**src/pkg/adc_cfg_pkg.sv**
```systemverilog
// constants shared by both ends of the converter configuration link
package adc_cfg_pkg;
   localparam int WORD_BITS     = 16;
   localparam int ADDR_BITS     = 7;
   localparam int DATA_BITS     = 8;
   localparam int SAMPLE_BITS   = 12;
   localparam int RW_POS        = 15;
   localparam int ADDR_MSB      = 14;
   localparam int ADDR_LSB      = 8;
   localparam logic [4:0] BIT_CNT_LAST  = 5'h0F;
   localparam logic [4:0] BIT_CNT_DONE  = 5'h10;
   localparam logic [4:0] BIT_CNT_ADDR  = 5'h07;
   localparam logic [4:0] BIT_CNT_RDBEG = 5'h08;
   // link register map
   localparam logic [6:0] SOFT_RESET_CONTROL_ADDR       = 7'h00;
   localparam logic [6:0] POWER_AND_FORMAT_CONTROL_ADDR = 7'h01;
   localparam logic [6:0] OUTPUT_MODE_CONTROL_ADDR      = 7'h02;
   localparam int SOFT_RESET_POS   = 7;
   localparam int DUTY_STAB_POS    = 7;
   localparam int SCRAMBLE_POS     = 6;
   localparam int SIGNED_POS       = 5;
   localparam int SLEEP_POS        = 4;
   localparam int NAP2_POS         = 3;
   localparam int NAP1_POS         = 0;
   localparam logic [7:0] POWER_FORMAT_MASK = 8'hF9;
   localparam logic [7:0] REG_RESET_VALUE   = 8'h00;
   localparam logic [15:0] SOFT_RESET_WORD  = 16'h0080;
   // host timing: pclk 50 ns, link clock half period in ns
   localparam int PCLK_NS           = 50;
   localparam int SCK_HALF_NS       = 200;
   localparam int SCK_HALF_CYCLES   = (SCK_HALF_NS + PCLK_NS - 1) / PCLK_NS;
   localparam logic [3:0] SCK_HALF_LAST = 4'(SCK_HALF_CYCLES - 1);
   localparam int NAP_RECOVER_SAMPLES = 100;
   // host apb register map, byte addresses
   localparam logic [7:0] HOST_CMD_ADDR    = 8'h00;
   localparam logic [7:0] HOST_STATUS_ADDR = 8'h04;
   localparam logic [7:0] HOST_RDATA_ADDR  = 8'h08;
   localparam int STATUS_BUSY_POS  = 0;
   localparam int STATUS_RESET_POS = 1;
endpackage

```
**src/pkg/cfg_link_if.sv**
```systemverilog
// serial configuration link between host controller and converter
`timescale 1ns/1ps
interface cfg_link_if;
   logic cs_n;
   logic sck;
   logic sdi;
   logic sdo_out;
   logic sdo_oe;
   logic sdo;
   // open drain with external pull-up: low only while pulled
   assign sdo = (sdo_oe && !sdo_out) ? 1'b0 : 1'b1;
   modport device (input cs_n, input sck, input sdi, input sdo,
                   output sdo_out, output sdo_oe);
   modport host   (output cs_n, output sck, output sdi, input sdo);
endinterface

```
**src/rtl/adc_cfg_device.sv**
```systemverilog
// converter end: serial mode registers and output formatting
`timescale 1ns/1ps
module adc_cfg_device
   import adc_cfg_pkg::*;
(
   input  wire logic                   pclk,
   input  wire logic                   presetn,
   cfg_link_if.device                  link,
   input  wire logic                   interface_select,
   input  wire logic [SAMPLE_BITS-1:0] sample_in,
   output logic [SAMPLE_BITS-1:0]      sample_out,
   output logic                        duty_stabilizer_disable,
   output logic                        output_scramble_enable,
   output logic                        signed_format_select,
   output logic                        sleep_enable,
   output logic [1:0]                  channel_power_down,
   output logic [DATA_BITS-1:0]        output_mode
);
   // pin synchronisers: bit 0 cs_n, 1 sck, 2 sdi, 3 select
   logic [3:0]           sync1_r;
   logic [3:0]           sync2_r;
   logic [3:0]           prev_r;
   logic [4:0]           bit_cnt_r;
   logic [WORD_BITS-2:0] rx_r;
   logic                 rd_mode_r;
   logic [DATA_BITS-1:0] rd_shift_r;
   logic                 sdo_oe_r;
   logic [DATA_BITS-1:0] pf_r;
   logic [DATA_BITS-1:0] om_r;
   logic [SAMPLE_BITS-1:0] sample_r;
   logic [1:0]           cpd_r;

   wire serial_on  = !sync2_r[3];
   wire cs_fall    = prev_r[0] && !sync2_r[0];
   wire cs_low     = !sync2_r[0];
   wire sck_rise   = !prev_r[1] && sync2_r[1];
   wire sck_fall   = prev_r[1] && !sync2_r[1];
   wire sdi_s      = sync2_r[2];
   wire take_bit   = serial_on && cs_low && !cs_fall && sck_rise
                     && (bit_cnt_r < BIT_CNT_DONE);
   wire [WORD_BITS-1:0] word_w = {rx_r, sdi_s};
   wire word_done  = take_bit && (bit_cnt_r == BIT_CNT_LAST);
   wire [ADDR_BITS-1:0] wr_addr = word_w[ADDR_MSB:ADDR_LSB];
   wire [DATA_BITS-1:0] wr_data = word_w[DATA_BITS-1:0];
   wire do_write   = word_done && !word_w[RW_POS];
   wire soft_reset = do_write && (wr_addr == SOFT_RESET_CONTROL_ADDR)
                     && wr_data[SOFT_RESET_POS];
   wire wr_pf      = do_write && (wr_addr == POWER_AND_FORMAT_CONTROL_ADDR);
   wire wr_om      = do_write && (wr_addr == OUTPUT_MODE_CONTROL_ADDR);
   // address is complete after the eighth rise: rw then a6..a0
   wire addr_done  = take_bit && (bit_cnt_r == BIT_CNT_ADDR);
   wire [ADDR_BITS-1:0] rd_addr = {rx_r[ADDR_BITS-2:0], sdi_s};
   wire rd_flag    = rx_r[ADDR_BITS-1];
   wire drive_bit  = rd_mode_r && cs_low && sck_fall && serial_on
                     && (bit_cnt_r >= BIT_CNT_RDBEG) && (bit_cnt_r < BIT_CNT_DONE);

   // readable contents; reset register reads back zero
   function automatic logic [DATA_BITS-1:0] reg_value(input logic [ADDR_BITS-1:0] a);
      if (a == POWER_AND_FORMAT_CONTROL_ADDR)
         reg_value = pf_r;
      else if (a == OUTPUT_MODE_CONTROL_ADDR)
         reg_value = om_r;
      else
         reg_value = REG_RESET_VALUE;
   endfunction

   // formatting: signed flips msb, scrambling xors lsb upward
   wire [SAMPLE_BITS-1:0] fmt_signed = pf_r[SIGNED_POS]
        ? {~sample_in[SAMPLE_BITS-1], sample_in[SAMPLE_BITS-2:0]}
        : sample_in;
   wire [SAMPLE_BITS-1:0] fmt_scram = pf_r[SCRAMBLE_POS]
        ? {fmt_signed[SAMPLE_BITS-1:1] ^ {(SAMPLE_BITS-1){fmt_signed[0]}}, fmt_signed[0]}
        : fmt_signed;
   // channel power-down: sleep overrides each nap bit
   wire [1:0] cpd_w = {pf_r[SLEEP_POS] | pf_r[NAP2_POS], pf_r[SLEEP_POS] | pf_r[NAP1_POS]};

   always_ff @(posedge pclk or negedge presetn)
   begin
      if (!presetn)
      begin
         // idle pin levels, so no false clock edge after reset
         sync1_r <= 4'h9;
         sync2_r <= 4'h9;
         prev_r  <= 4'h9;
      end
      else
      begin
         sync1_r <= {interface_select, link.sdi, link.sck, link.cs_n};
         sync2_r <= sync1_r;
         prev_r  <= sync2_r;
      end
   end

   // word capture
   always_ff @(posedge pclk or negedge presetn)
   begin
      if (!presetn)
      begin
         bit_cnt_r <= 5'h00;
         rx_r      <= '0;
         rd_mode_r <= 1'b0;
      end
      else if (cs_fall || !cs_low)
      begin
         bit_cnt_r <= 5'h00;
         rd_mode_r <= 1'b0;
      end
      else if (take_bit)
      begin
         bit_cnt_r <= bit_cnt_r + 5'h01;
         rx_r      <= word_w[WORD_BITS-2:0];
         if (addr_done)
            rd_mode_r <= rd_flag;
      end
   end

   // mode registers; undefined bits and addresses dropped
   always_ff @(posedge pclk or negedge presetn)
   begin
      if (!presetn)
      begin
         pf_r <= REG_RESET_VALUE;
         om_r <= REG_RESET_VALUE;
      end
      else if (soft_reset)
      begin
         pf_r <= REG_RESET_VALUE;
         om_r <= REG_RESET_VALUE;
      end
      else
      begin
         if (wr_pf)
            pf_r <= wr_data & POWER_FORMAT_MASK;
         if (wr_om)
            om_r <= wr_data;
      end
   end

   // read-back: data on the eight falls after the address
   always_ff @(posedge pclk or negedge presetn)
   begin
      if (!presetn)
      begin
         rd_shift_r <= '0;
         sdo_oe_r   <= 1'b0;
      end
      else if (addr_done)
         rd_shift_r <= reg_value(rd_addr);
      else if (drive_bit)
      begin
         sdo_oe_r   <= !rd_shift_r[DATA_BITS-1];
         rd_shift_r <= {rd_shift_r[DATA_BITS-2:0], 1'b0};
      end
      else if (!cs_low || (sck_fall && bit_cnt_r == BIT_CNT_DONE) || !serial_on)
         sdo_oe_r   <= 1'b0;
   end

   always_ff @(posedge pclk or negedge presetn)
   begin
      if (!presetn)
      begin
         sample_r <= '0;
         cpd_r    <= 2'h0;
      end
      else
      begin
         sample_r <= fmt_scram;
         cpd_r    <= cpd_w;
      end
   end

   assign link.sdo_out            = 1'b0;
   assign link.sdo_oe             = sdo_oe_r;
   assign sample_out              = sample_r;
   assign duty_stabilizer_disable = pf_r[DUTY_STAB_POS];
   assign output_scramble_enable  = pf_r[SCRAMBLE_POS];
   assign signed_format_select    = pf_r[SIGNED_POS];
   assign sleep_enable            = pf_r[SLEEP_POS];
   assign channel_power_down      = cpd_r;
   assign output_mode             = om_r;
endmodule

```
**src/flat_wrapper.sv**
```systemverilog
// flat-port wrapper written by rule: the top's interface ports become plain ports
module adc_cfg_device_flat import adc_cfg_pkg::*;
  (pclk, presetn, interface_select, sample_in, sample_out, duty_stabilizer_disable, output_scramble_enable, signed_format_select, sleep_enable, channel_power_down, output_mode, link_cs_n, link_sck, link_sdi, link_sdo_out, link_sdo_oe);
  cfg_link_if link_i ();
  input  wire logic pclk;
  input  wire logic presetn;
  input  wire logic interface_select;
  input  wire logic [SAMPLE_BITS-1:0] sample_in;
  output logic [SAMPLE_BITS-1:0] sample_out;
  output logic duty_stabilizer_disable;
  output logic output_scramble_enable;
  output logic signed_format_select;
  output logic sleep_enable;
  output logic [1:0] channel_power_down;
  output logic [DATA_BITS-1:0] output_mode;
  input wire logic [$bits(link_i.cs_n)-1:0] link_cs_n;
  input wire logic [$bits(link_i.sck)-1:0] link_sck;
  input wire logic [$bits(link_i.sdi)-1:0] link_sdi;
  output wire logic [$bits(link_i.sdo_out)-1:0] link_sdo_out;
  output wire logic [$bits(link_i.sdo_oe)-1:0] link_sdo_oe;
  assign link_i.cs_n = link_cs_n;
  assign link_i.sck = link_sck;
  assign link_i.sdi = link_sdi;
  assign link_sdo_out = link_i.sdo_out;
  assign link_sdo_oe = link_i.sdo_oe;
  adc_cfg_device u_core (.pclk(pclk), .presetn(presetn), .link(link_i), .interface_select(interface_select), .sample_in(sample_in), .sample_out(sample_out), .duty_stabilizer_disable(duty_stabilizer_disable), .output_scramble_enable(output_scramble_enable), .signed_format_select(signed_format_select), .sleep_enable(sleep_enable), .channel_power_down(channel_power_down), .output_mode(output_mode));
endmodule
```
**config.mk**
```make
export PLATFORM = sky130hd
export DESIGN_NAME = adc_cfg_device_flat
export DESIGN_NICKNAME = d
export VERILOG_FILES = /design/src/pkg/adc_cfg_pkg.sv /design/src/pkg/cfg_link_if.sv /design/src/rtl/adc_cfg_device.sv /design/src/flat_wrapper.sv
export SDC_FILE = /design/constraint.sdc
export NUM_CORES = 1
export LEC_CHECK = 0
export ABC_AREA = 1
export BUFFER_PORTS_ARGS = -buffer_cell sky130_fd_sc_hd__buf_2
export CAP_MARGIN = 10
export CORE_MARGIN = 4
export CORE_UTILIZATION = 28
export CTS_BUF_LIST = sky130_fd_sc_hd__clkbuf_8
export DETAILED_ROUTE_END_ITERATION = 6
export SLEW_MARGIN = 10
export SYNTH_ARGS = -nofsm -noshare
export SYNTH_HDL_FRONTEND = slang
export SYNTH_SLANG_ARGS = --single-unit
```
**constraint.sdc**
```tcl
create_clock -name pclk -period 2.7 [get_ports pclk]
set_input_delay 0.27 -clock pclk [delete_from_list [all_inputs] [get_ports pclk]]
set_output_delay 0.27 -clock pclk [all_outputs]
set_load 0.005 [all_outputs]
```
==> metrics <==
status=complete, no violations; Synth Area in Compound Gates=3.450%; Fill cells=1,097; # IOs=46; hold crit path type=input port to register; post-synthesis simple-gate area fraction=28.15%; Leakage Power=1.753 nW; Netlist cell types=25; adder-cell share of the synthesized area=1.278%; crit-path max FO=24; top cells by count, synth=nand2_1 (71), dfrtp_1 (63), nand3_1 (62); Required @ worst endpoint=2.92 ns; Area contributors post-synth=dfrtp_1 (54%), nand3_1 (11%), nand2_1 (9.1%); Initial Util=28.59%; Synth Net Count=339; Routed WL=6039 um; clk_lat worst skew=0.34 ns; ANT cells=0; wire per inst=11.93 um; slew of the pin with the lowest slew margin=0.8455 ns; DR pass1 iterations=4; RSZ-0062 raised after global routing=false; # rows=37; combinational power share=5.5%; Total Power=1.918 mW; Nets=386; FFs w/ async S/R, synth=100.0%; cell-internal power=1.460 mW; Sw Pwr=0.4582 mW; mapped cell area=2938 sq um; average size of a mapped cell=9.238 sq um; Post-synth EDFFs=0; Min Clock Period, post-route=1.985 ns; synth warn=0; Longest Clk Path Bufs=2; layout cells sized above 1=20.54%; Die Y-Extent=110.4 um; register share of total power=55.6%; vias in the first global route=2,143; pwr/cell area=554.7 nW/um^2; CTS tree=done; post-cts resize count=0; most area-hungry cell type in the Yosys netlist=dfrtp_1; dpl hpwl=4387 um; kind of critical path=register to register; PnR worst setup slack=0.7147 ns; initial antenna violation count=0; Max Transition Viols Final=0; ys flop type=dfrtp_1; critical path arrival=2.21 ns; Core Area=10,280 sq um; Seq. cell area=1708 sq um; portion of netlist area occupied by mux cells=0%; # DRC=0; PortBufs=44; total CTS buffers=9; Fmax=503.7 MHz; post-CTS setup buffer count=0; switching share of power=23.89%; crit path launch type=register; Mapped Cells=318; critical path's largest stage delay=0.37 ns; Max Cap Violations=0; clock group share of total power=38.9%; first-pass GRT wire length=10,360 um; Hold Vio Cnt, Final=0; Yosys top cell area share=53.66%; Bufs and invs on worst path=2; Layout area overhead=17.72%; routability cong.=0.8031; Multi-input gate area=1075 sq um; Die Footprint=12,190 sq um; Via density=4.364; Clock Sinks=68; Crit. End Element=register; Antenna Nets Post-Route=0; Die Wd=110.4 um; Max transition margin=43.64%; Hold Buf Count CTS=0; htree depth=3; pin count of the biggest net entering global routing=69; overall routing resource usage=10.44%; Max VDD drop=0.1724 mV; Seq/Total Area, Yosys=58.13%; final instance area=3458 sq um; Setup Slack @ Placement=0.7159 ns; most common cell in the netlist=nand2_1; Top Family by Delay on Critical Path=simple AND/OR/NAND/NOR gates; clock root buffer=clkbuf_8; clk_skew=0.01024 ns; main combinational cell family by area after synthesis=simple AND/OR/NAND/NOR gates; Setup-failing EPs final=0; CP Cell Sequence=ha_1 -> nand2_1 -> nor2_1 -> ha_1 -> inv_1 -> nor2_1 -> inv_1 -> nor2_4 -> nand3_4 -> nand3_1 -> nand2_1; #FFs+latches synth=68; 1st-iter DRT viols=100; Setup TNS=0 ns; placed instance area=3278 sq um; period utilisation layout=73.53%; total congestion overflow=0; CP max stage cell=dfrtp_1; XOR/XNOR Fraction of Synth Area=3.578%; vias=2,208; CTS clk-pin slew, worst paths=0.07 ns
area by class of cell:
cell class | instances | area share, %
multi-input combinational | 215 | 31.08
sequential | 68 | 49.38
inverter | 26 | 2.822
tap | 136 | 4.920
timing repair buffer | 45 | 6.585
clock buffer | 11 | 4.378
clock inverter | 5 | 0.8321
state kept, by name, indices dropped and copies added, names as in the netlist:
signal / cells
u_core.rx_r: 15
u_core.output_mode: 8
u_core.prev_r: 2
u_core.link.sdo_oe: 1
u_core.channel_power_down: 2
u_core.sync1_r: 4
u_core.bit_cnt_r: 5
u_core.pf_r: 6
u_core.rd_shift_r: 8
u_core.rd_mode_r: 1
u_core.sample_out: 12
u_core.sync2_r: 4
routing by layer:
layer / track usage (%) / wire length [um] / vias to the layer above
met5: 0 / 0 / -
li1: - / - / 1123
met2: 16.99 / 2981 / 27
met3: 2.521 / 141 / 10
met1: 13.14 / 2813 / 1048
met4: 4.680 / 102 / 0
worst reg2reg max path, delay by kind of cell (launching register included):
family,cells,cell delay [ns]
buf+inv,2,0.14
simple gates,7,0.99
fa+ha+maj,2,0.36
flops,1,0.37
power groups by stage:
stage          logic (mW)  registers, mW  clock network [mW]
6_report            0.106           1.07               0.746
5_1_grt             0.123           1.07               0.809
4_1_cts             0.107           1.07               0.767
3_5_place_dp        0.107           1.09                   0
3_3_place_gp        0.105           1.09                   0
2_1_floorplan      0.0517           1.08                   0
cells by family after synthesis:
| family | count (synthesis) |
|---|---|
| xor gates and xnor gates | 12 |
| adders and majority gates | 3 |
| and+or+nand+nor | 179 |
| AOI/OAI and AO/OA | 20 |
| DFF | 68 |
| other | 1 |
| buffers and inverters | 35 |
final timing paths:
check | from | endpoint | slack, ns | cells after the start
worst max-delay path | u_core.bit_cnt_r[0] | u_core.pf_r[4] | 0.71 | 11
worst min-delay path | interface_select | u_core.sync1_r[3] | 0.03 | 1
worst max register to register | u_core.bit_cnt_r[0] | u_core.pf_r[4] | 0.71 | 11
worst min register to register | u_core.sync1_r[2] | u_core.sync2_r[2] | 0.35 | 0
max in group asynchronous | presetn | u_core.rd_shift_r[6] | 2.02 | 2
min in group asynchronous | presetn | u_core.sample_out[4] | 0.10 | 2
cell usage in the layout, fill, tap and decap left out, drive strengths merged:
cell / Yosys / routed
nand2: 73 / 73
nand3: 64 / 64
dfrtp: 63 / 63
buf: 7 / 45
nor2: 33 / 33
inv: 26 / 27
o21ai: 17 / 17
xnor2: 11 / 11
clkbuf: 2 / 11
nand4: 5 / 5
dfstp: 5 / 5
ha: 3 / 3
or2: 2 / 2
a21oi: 2 / 2
clkinv: 0 / 2
clkinvlp: 0 / 2
xor2: 1 / 1
and2: 1 / 1
and3: 1 / 1
o22ai: 1 / 1
conb: 1 / 1
through the flow:
stage / cells / hold WS (ns) / util, %
2_1_floorplan: 318 / -0.02559 / -
3_5_place_dp: 490 / 0.3362 / 31.90
6_report: 506 / 0.02589 / 33.65
5_1_grt: 506 / 0.01249 / 33.65
3_3_place_gp: 490 / 0.3340 / 31.90
4_1_cts: 506 / 0.01262 / 33.65
Note: power is estimated with default switching activity, not from simulation.
